==> src/common/usb_pwr_irq_pkg.sv <==
// shared constants and carrier types for the usb power and interrupt flag block
package usb_pwr_irq_pkg;

	// register byte offsets on the avalon word bus
	localparam logic [3:0] OFF_POWER_CONTROL = 4'h0;
	localparam logic [3:0] OFF_INT_FLAGS = 4'h4;
	localparam logic [3:0] OFF_INT_ENABLE = 4'h8;
	localparam logic [3:0] OFF_ERR_ENABLE = 4'hc;

	// power control field positions
	localparam int PWR_ENABLE_BIT = 0;
	localparam int PWR_SUSPEND_BIT = 1;
	localparam int PWR_BUSY_BIT = 3;
	localparam int PWR_GUARD_BIT = 4;
	localparam int PWR_PENDING_BIT = 7;

	// interrupt flag field positions
	localparam int FLG_RESET_DETACH = 0;
	localparam int FLG_ERROR = 1;
	localparam int FLG_FRAME = 2;
	localparam int FLG_TOKEN = 3;
	localparam int FLG_IDLE = 4;
	localparam int FLG_RESUME = 5;
	localparam int FLG_ATTACH = 6;
	localparam int FLG_STALL = 7;

	// reset values
	localparam logic [7:0] RST_BYTE = 8'h00;

	// timing at 10 mhz
	localparam int CLK_PERIOD_NS = 100;
	localparam int RESUME_TIME_NS = 2500;
	localparam int ATTACH_QUIET_NS = 2500;
	localparam int IDLE_TIME_NS = 3000000;
	localparam int RESUME_CYCLES = (RESUME_TIME_NS + CLK_PERIOD_NS - 1) / CLK_PERIOD_NS;
	localparam int ATTACH_CYCLES = (ATTACH_QUIET_NS + CLK_PERIOD_NS - 1) / CLK_PERIOD_NS;
	localparam int IDLE_CYCLES_DEFAULT = (IDLE_TIME_NS + CLK_PERIOD_NS - 1) / CLK_PERIOD_NS;
	localparam int BUSY_SETTLE_CYCLES = 4;

	// cable line state
	typedef enum logic [1:0] {LINE_SE0, LINE_J, LINE_K, LINE_SE1} line_state_t;

	// hardware events from the token engine and line monitor
	typedef struct packed {
		logic stall_seen;
		logic token_done;
		logic sof_seen;
		logic bus_reset;
		logic detach_seen;
		logic [7:0] err_raw;
	} usb_events_t;

	// power side outputs
	typedef struct packed {
		logic clk48_gate_en;
		logic xcvr_low_power;
		logic pins_owned;
		logic analog_on;
		logic sleep_block;
	} power_out_t;

endpackage : usb_pwr_irq_pkg

==> src/hw/line_timer.sv <==
// saturating timer that reports when a condition has held for a cycle count
`timescale 1ns/1ps
`default_nettype none
module line_timer
	import usb_pwr_irq_pkg::*;
#(
	parameter int LIMIT = 25
) (
	input wire logic clk,
	input wire logic srst,
	input wire logic ce,
	input wire logic cond,
	output logic reached
);
	localparam int W = $clog2(LIMIT + 1);
	localparam logic [W-1:0] LIM = W'(LIMIT);
	logic [W-1:0] cnt_q;
	logic [W-1:0] cnt_d;

	// count while the condition holds, restart when it drops
	assign cnt_d = !cond ? '0 : (cnt_q == LIM) ? cnt_q : cnt_q + 1'b1;
	assign reached = (cnt_q == LIM);

	always_ff @(posedge clk) begin
		if (srst) begin
			cnt_q <= '0;
		end else if (ce) begin
			cnt_q <= cnt_d;
		end
	end
endmodule : line_timer
`default_nettype wire

==> src/hw/usb_power_and_interrupt_flags.sv <==
// power control and write-one-to-clear interrupt flags of the usb controller
// Notes on behaviour
// bit 7 reads one when bus activity seen but its interrupt not yet raised
// guard bit 4 set blocks sleep during activity or pending notification
// busy bit 3 reads one while active or still settling after disable
// suspend bit 1 gates 48 MHz clock and puts transceiver in low power
// enable bit 0 low holds outputs inactive, frees pins, analog off
// software must not trust or write other registers while disabled and busy
// flags set by hardware, cleared by writing one, zero writes ignored
// error summary bit 1 read-only, set only by enabled error sources
// stall flag bit 7 on stall handshake received as host or sent as device
// attach flag bit 6 in host mode after 2.5 us quiet, bus not SE0
// resume flag bit 5 after K-state held 2.5 us
// software should keep resume interrupt disabled outside suspend
// idle flag bit 4 after constant idle of 3 ms or more
// token flag bit 3 on token completion; clearing it advances status fifo
// frame flag bit 2 on SOF received as device or threshold as host
// device mode: bit 0 set on valid bus reset
// host mode: bit 0 set on peripheral detach
// bits 31-8 and unused positions read zero, writes ignored
// error summary reaches the combined request only when its enable is set
// combined request high while any flag and its enable are both set
`timescale 1ns/1ps
`default_nettype none
module usb_power_and_interrupt_flags
	import usb_pwr_irq_pkg::*;
#(
	parameter int IDLE_CYCLES = IDLE_CYCLES_DEFAULT
) (
	input wire logic clk,
	input wire logic srst,
	input wire logic ce,
	input wire logic [3:0] avs_address,
	input wire logic avs_read,
	input wire logic avs_write,
	input wire logic [31:0] avs_writedata,
	output logic [31:0] avs_readdata,
	output logic avs_waitrequest,
	input wire logic host_operation_enable,
	input wire line_state_t line_state,
	input wire logic bus_active,
	input wire logic engine_busy,
	input wire usb_events_t events,
	output logic stat_fifo_advance,
	output logic combined_usb_irq,
	output power_out_t power_out
);
	// registers
	logic module_enable_q;
	logic suspend_request_q;
	logic sleep_entry_guard_q;
	logic activity_pending_q;
	logic [7:0] flags_q;
	logic [7:0] flags_d;
	logic [7:0] int_enable_q;
	logic [7:0] err_enable_q;
	logic [2:0] settle_q;
	logic busy_q;
	logic ack_q;
	logic wait_q;
	logic irq_q;
	logic adv_q;
	power_out_t pwr_q;

	// bus decode
	wire sel_pwr = (avs_address == OFF_POWER_CONTROL);
	wire sel_flg = (avs_address == OFF_INT_FLAGS);
	wire sel_ien = (avs_address == OFF_INT_ENABLE);
	wire sel_een = (avs_address == OFF_ERR_ENABLE);
	wire req = (avs_read | avs_write) & ~ack_q;
	wire wr_now = avs_write & ~ack_q;

	// read mux; unused positions and bits 31-8 stay zero
	function automatic logic [31:0] zext8(input logic [7:0] v);
		zext8 = {24'h000000, v};
	endfunction : zext8
	wire [7:0] pwr_view = {activity_pending_q, 2'b00, sleep_entry_guard_q, busy_q,
		1'b0, suspend_request_q, module_enable_q};
	wire [31:0] rd_mux = sel_pwr ? zext8(pwr_view) : sel_flg ? zext8(flags_q) :
		sel_ien ? zext8(int_enable_q) : sel_een ? zext8(err_enable_q) : 32'h00000000;

	// line timers
	wire k_seen;
	wire quiet_ok;
	wire idle_ok;
	line_timer #(.LIMIT(RESUME_CYCLES)) u_resume_t (
		.clk(clk), .srst(srst), .ce(ce),
		.cond(module_enable_q && line_state == LINE_K),
		.reached(k_seen)
	);
	line_timer #(.LIMIT(ATTACH_CYCLES)) u_attach_t (
		.clk(clk), .srst(srst), .ce(ce),
		.cond(module_enable_q && host_operation_enable && !bus_active && line_state != LINE_SE0),
		.reached(quiet_ok)
	);
	line_timer #(.LIMIT(IDLE_CYCLES)) u_idle_t (
		.clk(clk), .srst(srst), .ce(ce),
		.cond(module_enable_q && line_state == LINE_J && !bus_active),
		.reached(idle_ok)
	);

	// event sources, all gated by the module enable
	wire [7:0] hw_set;
	assign hw_set[FLG_STALL] = events.stall_seen;
	assign hw_set[FLG_ATTACH] = quiet_ok;
	assign hw_set[FLG_RESUME] = k_seen;
	assign hw_set[FLG_IDLE] = idle_ok;
	assign hw_set[FLG_TOKEN] = events.token_done;
	assign hw_set[FLG_FRAME] = events.sof_seen;
	assign hw_set[FLG_ERROR] = |(events.err_raw & err_enable_q);
	assign hw_set[FLG_RESET_DETACH] = host_operation_enable ? events.detach_seen : events.bus_reset;
	wire [7:0] set_v = module_enable_q ? hw_set : 8'h00;

	// write one clears; error summary is read-only so never cleared by write
	wire [7:0] clr_mask = (wr_now && sel_flg) ? (avs_writedata[7:0] & 8'hfd) : 8'h00;
	assign flags_d = (flags_q & ~clr_mask) | set_v;
	wire token_clear = clr_mask[FLG_TOKEN] & flags_q[FLG_TOKEN];
	wire irq_d = |(flags_d & int_enable_q);
	wire any_event = bus_active | (|set_v);
	wire busy_d = module_enable_q | engine_busy | (settle_q != 3'h0);

	// bus handshake: one wait cycle then acknowledge; waitrequest kept in its own flop
	always_ff @(posedge clk) begin
		if (srst) begin
			ack_q <= 1'b0;
			wait_q <= 1'b1;
			avs_readdata <= 32'h00000000;
		end else if (ce) begin
			ack_q <= req;
			wait_q <= ~req;
			avs_readdata <= req ? rd_mux : avs_readdata;
		end
	end
	assign avs_waitrequest = wait_q;

	// software writable controls
	always_ff @(posedge clk) begin
		if (srst) begin
			module_enable_q <= 1'b0;
			suspend_request_q <= 1'b0;
			sleep_entry_guard_q <= 1'b0;
			int_enable_q <= RST_BYTE;
			err_enable_q <= RST_BYTE;
		end else if (ce && wr_now) begin
			if (sel_pwr) begin
				module_enable_q <= avs_writedata[PWR_ENABLE_BIT];
				suspend_request_q <= avs_writedata[PWR_SUSPEND_BIT];
				sleep_entry_guard_q <= avs_writedata[PWR_GUARD_BIT];
			end else if (sel_ien) begin
				int_enable_q <= avs_writedata[7:0];
			end else if (sel_een) begin
				err_enable_q <= avs_writedata[7:0];
			end
		end
	end

	// flags and busy; set wins over a simultaneous clear
	always_ff @(posedge clk) begin
		if (srst) begin
			flags_q <= RST_BYTE;
			settle_q <= 3'h0;
			busy_q <= 1'b0;
			irq_q <= 1'b0;
			adv_q <= 1'b0;
		end else if (ce) begin
			flags_q <= flags_d;
			settle_q <= module_enable_q ? 3'(BUSY_SETTLE_CYCLES) : (settle_q != 3'h0 ? settle_q - 3'h1 : 3'h0);
			busy_q <= busy_d;
			irq_q <= irq_d;
			adv_q <= token_clear;
		end
	end

	// activity pending: seen activity whose interrupt not yet visible
	always_ff @(posedge clk) begin
		if (srst) begin
			activity_pending_q <= 1'b0;
		end else if (ce) begin
			activity_pending_q <= module_enable_q & any_event & ~irq_d;
		end
	end

	// power outputs; disabled state forces everything inactive
	always_ff @(posedge clk) begin
		if (srst) begin
			pwr_q <= '0;
		end else if (ce) begin
			pwr_q.clk48_gate_en <= module_enable_q & ~suspend_request_q;
			pwr_q.xcvr_low_power <= ~module_enable_q | suspend_request_q;
			pwr_q.pins_owned <= module_enable_q;
			pwr_q.analog_on <= module_enable_q;
			pwr_q.sleep_block <= sleep_entry_guard_q & module_enable_q &
				(any_event | activity_pending_q | irq_d);
		end
	end
	assign power_out = pwr_q;
	assign combined_usb_irq = irq_q;
	assign stat_fifo_advance = adv_q;

	chk_write_clears_flag: assert property (@(posedge clk) disable iff (srst)
		ce && wr_now && sel_flg && avs_writedata[FLG_STALL] && !set_v[FLG_STALL] |=> !flags_q[FLG_STALL])
		else $error("stall flag not cleared by write one");
	chk_zero_write_keeps: assert property (@(posedge clk) disable iff (srst)
		ce && flags_q[FLG_IDLE] |=> flags_q[FLG_IDLE] || $past(clr_mask[FLG_IDLE]))
		else $error("idle flag dropped without clear");
	chk_error_masked: assert property (@(posedge clk) disable iff (srst)
		ce && !flags_q[FLG_ERROR] && !(|(events.err_raw & err_enable_q)) |=> !flags_q[FLG_ERROR])
		else $error("error summary set by masked source");
	chk_suspend_gates_clk: assert property (@(posedge clk) disable iff (srst)
		ce && suspend_request_q |=> !power_out.clk48_gate_en && power_out.xcvr_low_power)
		else $error("suspend did not gate clock");
	chk_disable_inactive: assert property (@(posedge clk) disable iff (srst)
		ce && !module_enable_q |=> !power_out.pins_owned && !power_out.analog_on && flags_q == $past(flags_d))
		else $error("outputs active while disabled");
	chk_busy_settles: assert property (@(posedge clk) disable iff (srst)
		ce && module_enable_q |=> busy_q)
		else $error("busy low while enabled");
	chk_guard_off_free: assert property (@(posedge clk) disable iff (srst)
		ce && !sleep_entry_guard_q |=> !power_out.sleep_block)
		else $error("sleep blocked with guard clear");
	chk_irq_follows: assert property (@(posedge clk) disable iff (srst)
		ce |=> combined_usb_irq == |($past(flags_d) & $past(int_enable_q)))
		else $error("combined request wrong");
	chk_token_advance: assert property (@(posedge clk) disable iff (srst)
		ce && token_clear |=> stat_fifo_advance ##1 !stat_fifo_advance || $past(token_clear))
		else $error("status fifo advance missing");
	chk_resume_timed: assert property (@(posedge clk) disable iff (srst)
		ce && module_enable_q && k_seen |=> flags_q[FLG_RESUME])
		else $error("resume flag not set");
	chk_unused_zero: assert property (@(posedge clk) disable iff (srst)
		!avs_waitrequest |-> avs_readdata[31:8] == 24'h000000)
		else $error("upper read bits nonzero");
endmodule : usb_power_and_interrupt_flags
`default_nettype wire

==> config.mk <==
export PLATFORM = sky130hd
export DESIGN_NAME = usb_power_and_interrupt_flags
export DESIGN_NICKNAME = d
export VERILOG_FILES = /design/src/common/usb_pwr_irq_pkg.sv /design/src/hw/line_timer.sv /design/src/hw/usb_power_and_interrupt_flags.sv
export SDC_FILE = /design/constraint.sdc
export NUM_CORES = 1
export LEC_CHECK = 0
export ABC_AREA = 1
export BUFFER_PORTS_ARGS = -buffer_cell sky130_fd_sc_hd__buf_2
export CAP_MARGIN = 30
export CORE_MARGIN = 3
export CORE_UTILIZATION = 50
export DETAILED_ROUTE_END_ITERATION = 12
export PLACE_DENSITY = 0.78
export SLEW_MARGIN = 10
export SYNTH_ARGS = -nofsm -noshare
export SYNTH_HDL_FRONTEND = slang
export SYNTH_SLANG_ARGS = --single-unit
==> constraint.sdc <==
create_clock -name clk -period 3.2 [get_ports clk]
set_input_delay 0.48 -clock clk [delete_from_list [all_inputs] [get_ports clk]]
set_output_delay 0.48 -clock clk [all_outputs]
set_load 0.005 [all_outputs]
==> summary.txt <==
Global route
  • Vias in the first global route: 3513
  • GR met3 Demand/Resource: 0.0430
  • Met2 track demand over resource: 0.384
  • Remaining global-route overflow: 0
  • Most crowded layer after global routing: met2
  • Global-route wire length before repair: 15.9 mm
  • Met1 track demand over resource in global routing: 0.277
  • Largest net degree at the start of global routing: 33
  • Initial antenna violation count: 0
  • Total track usage: 0.223

Die
  • Effective utilization at floorplan: 0.527
  • Area of the die: ~8900 um^2
  • Vert. Die Dim: 94.6 um
  • Number of top-level pins: 99
  • Die width: 94.6 um
  • Num rows: 31
  • Std-Cell Core Area: 7450 um^2

Route
  • Number of detailed-route iterations in the first pass: 5
  • Final antenna-violating net count: 0
  • Number of DRC violations after detailed-routing iteration 0: 227
  • DR vias/cell: about 5.3
  • Detailed-route wire length: 9.55 mm
  • Average routed wire per standard cell: ~13 um
  • Vias after detailed routing: between 3000 and 4000
  • DRC violation count after routing: 0

Synthesis
  • Top cell types by occurrence after synthesis: sky130_fd_sc_hd__nand2_1, sky130_fd_sc_hd__dfxtp_1, sky130_fd_sc_hd__inv_1, sky130_fd_sc_hd__nor2_1, sky130_fd_sc_hd__a21oi_1
  • Share of the synthesized area in the top cell type: 0.373
  • Synth Register Bits: 73
  • Synth warn: 0
  • Proportion of register bits with asynchronous set or reset after synthesis: 0
  • Avg Synthesized Cell Area: 6.85 um^2
  • Total standard cell area after synthesis: roughly 3900 um^2
  • Count of mapped cells out of synthesis: 573
  • Number of synthesized flops with an enable pin: 0
  • Cell variety after synth: 33
  • Sequential fraction of the synthesis area: 0.373
  • Most frequent cell after synthesis: sky130_fd_sc_hd__nand2_1
  • Cells taking the most area after synthesis: sky130_fd_sc_hd__dfxtp_1, sky130_fd_sc_hd__nand2_1, sky130_fd_sc_hd__inv_1
  • Area leader, netlist: sky130_fd_sc_hd__dfxtp_1
  • Leading register cell type out of synthesis: sky130_fd_sc_hd__dfxtp_1

Setup path
  • Maximum fanout encountered on the critical timing path: 15
  • Worst path arrival time: 2.40 ns
  • Critical Path Sink Type: flop
  • Element type at the critical path start: flop
  • FF-to-FF setup slack: roughly 1.0 ns
  • Reg-to-reg critical path endpoint: u_idle_t.cnt_q[4]
  • Critical register-to-register path startpoint: module_enable_q
  • Required @ worst endpoint: ~3.4 ns
  • Depth of the worst register-to-register path: 7
  • Worst setup path category: reg2reg

Final layout
  • Antenna diodes: 0
  • Final-stage net count: 687
  • Area of the multi-input gates: 2020 um^2
  • Fraction of layout instances using a drive strength above 1: 0.136
  • Post-route cell area: 4360 um^2
  • Synthesis-to-finish area growth: 11.3%
  • Fillers: 739
  • Sequential cell area: 1460 um^2

Timing
  • Total Negative Setup Slacks: 0 ns
  • Count of final max-slew check failures: 0
  • Transition time at the pin with the least slew margin: between 0.8 and 0.9 ns
  • Worst clock skew on the final layout: 0.0112 ns
  • Max frequency: between 400 and 500 MHz
  • Worst slew margin relative to its limit: 0.422
  • Shortest period the worst path allows: 2.16 ns
  • Hold Violations, Final: 0
  • Setup repair after global routing missed its margin: false
  • Post-route fraction of the period consumed by the critical path: 0.674
  • Final setup violation count: 0
  • Worst hold margin: 0.388 ns

CTS
  • Clock root cell: sky130_fd_sc_hd__clkbuf_8
  • Cts bufs inserted: 9
  • Number of hold buffers added after cts: 0
  • Total clock sinks: 73
  • Clock slew seen by the registers of the worst setup and hold paths: 0.08 ns
  • Insertion delay to the later sink of the worst-skew pair: 0.35 ns
  • Clock Tree Buf Depth: 2
  • Number of H-tree levels: 3
  • Post-CTS setup-driven buffer insertion count: 0
  • Post-CTS sizing: 0
  • TritonCTS clock tree: done

Placement
  • Final estimated routing congestion in global placement: 0.950
  • Count of input and output buffers: 50
  • Instance area at placement: 4150 um^2
  • Final HPWL from detailed placement: 7.26 mm

Min path
  • Hold Path Class: in2reg
  • Worst Hold Path EP: busy_q
  • Hold path depth: 3
  • Hold Path Origin: engine_busy

Run status
  • Run status: complete, no violations

Power and ir drop
  • Final Power: about 1.9 mW
  • PD cells: 439 nW/um^2
  • Largest vdd supply drop: 0.227 mV
  • Total leakage power: 1.94 nW

Flow run
  • Number of max-capacitance violations reported: 0
-- metrics by stage --
step | setup WS, ns | std cells | utilization
2_1_floorplan | 1.60 | 596 | -
3_3_place_gp | 0.946 | 708 | 0.557
3_5_place_dp | 0.897 | 708 | 0.557
4_1_cts | 1.03 | 724 | 0.586
5_1_grt | 0.862 | 724 | 0.586
6_report | 1.04 | 724 | 0.586
-- worst max-delay path by stage --
stage               startpoint                  to  slack (ns)
2_1_floorplan               ce     err_enable_q[7]        1.60
3_3_place_gp                ce     avs_readdata[1]        0.95
3_5_place_dp                ce     avs_readdata[4]        0.90
4_1_cts        module_enable_q   u_idle_t.cnt_q[4]        1.03
5_1_grt        module_enable_q  u_idle_t.cnt_q[10]        0.86
6_report       module_enable_q   u_idle_t.cnt_q[4]        1.04
-- area by class of cell --
type,count,share of cell area
clock buffer,9,0.0284
clock inverter,7,0.0215
inverter,75,0.0645
multi-input combinational,410,0.463
sequential,73,0.335
tap,99,0.0284
timing repair buffer,51,0.0591
-- routing by layer --
metal / routed length [um] / vias up / part of all wire
met2: 4740 / 107 / 0.50
met1: 4140 / 1777 / 0.43
met4: 170 / 0 / 0.018
met3: 493 / 16 / 0.052
li1: - / 1928 / -
met5: 0 / - / 0
-- cells in the final DEF, fill, tap and decap left out --
cell / instances
sky130_fd_sc_hd__a211oi_1: 2
sky130_fd_sc_hd__a21oi_1: 47
sky130_fd_sc_hd__a221oi_1: 5
sky130_fd_sc_hd__a22o_1: 2
sky130_fd_sc_hd__a22oi_1: 1
sky130_fd_sc_hd__a31oi_1: 6
sky130_fd_sc_hd__buf_2: 50
sky130_fd_sc_hd__buf_4: 1
sky130_fd_sc_hd__bufinv_16: 2
sky130_fd_sc_hd__clkbuf_8: 9
sky130_fd_sc_hd__clkinv_2: 2
sky130_fd_sc_hd__clkinvlp_4: 2
sky130_fd_sc_hd__conb_1: 24
sky130_fd_sc_hd__dfxtp_1: 73
sky130_fd_sc_hd__ha_1: 8
sky130_fd_sc_hd__inv_1: 69
sky130_fd_sc_hd__inv_2: 6
sky130_fd_sc_hd__inv_6: 1
sky130_fd_sc_hd__nand2_1: 112
sky130_fd_sc_hd__nand3_1: 33
sky130_fd_sc_hd__nand3b_1: 3
sky130_fd_sc_hd__nand4_1: 12
sky130_fd_sc_hd__nor2_1: 69
sky130_fd_sc_hd__nor2_2: 3
sky130_fd_sc_hd__nor2_4: 4
sky130_fd_sc_hd__nor3_1: 12
sky130_fd_sc_hd__nor3_2: 3
sky130_fd_sc_hd__nor4_4: 1
sky130_fd_sc_hd__o211a_1: 1
sky130_fd_sc_hd__o211ai_1: 2
sky130_fd_sc_hd__o21ai_0: 46
sky130_fd_sc_hd__o21ai_1: 4
sky130_fd_sc_hd__o21ai_2: 1
sky130_fd_sc_hd__o22ai_1: 2
sky130_fd_sc_hd__xnor2_1: 1
sky130_fd_sc_hd__xor2_1: 6
-- critical path, cell delays in order (launching register included) --
cell and delay [ns]:
sky130_fd_sc_hd__dfxtp_1 0.69, sky130_fd_sc_hd__inv_2 0.16, sky130_fd_sc_hd__nor4_4 0.48, sky130_fd_sc_hd__o21ai_2 0.30, sky130_fd_sc_hd__nand3_1 0.19, sky130_fd_sc_hd__o21ai_0 0.11, sky130_fd_sc_hd__nand2_1 0.08, sky130_fd_sc_hd__nor2_1 0.05
-- state kept, by name (all words and copies together) (netlist names) --
signal	count
ack_q	1
activity_pending_q	1
avs_readdata	8
avs_waitrequest	1
busy_q	1
combined_usb_irq	1
err_enable_q	8
flags_q	8
int_enable_q	8
module_enable_q	1
power_out	4
settle_q	3
sleep_entry_guard_q	1
stat_fifo_advance	1
suspend_request_q	1
u_attach_t.cnt_q	5
u_idle_t.cnt_q	15
u_resume_t.cnt_q	5
-- logic make-up after synthesis --
group                    count (synthesis)  synth area share
adder cells (fa/ha/maj)                  8            0.0255
buffers and inverters                  113             0.134
flip-flops                              73             0.373
other                                    1          0.000956
AO/OA/AOI/OAI                          119             0.167
XOR/XNOR                                 7            0.0156
AND/OR/NAND/NOR                        252             0.285
-- report_power, final --
part	total, mW	switching [mW]	internal [mW]	leakage, nW
sequential	0.949	0.0172	0.932	0.593
combinational	0.168	0.112	0.0558	1.25
clock	0.797	0.358	0.439	0.106
No activity file was read; power rests on OpenSTA's default activity.
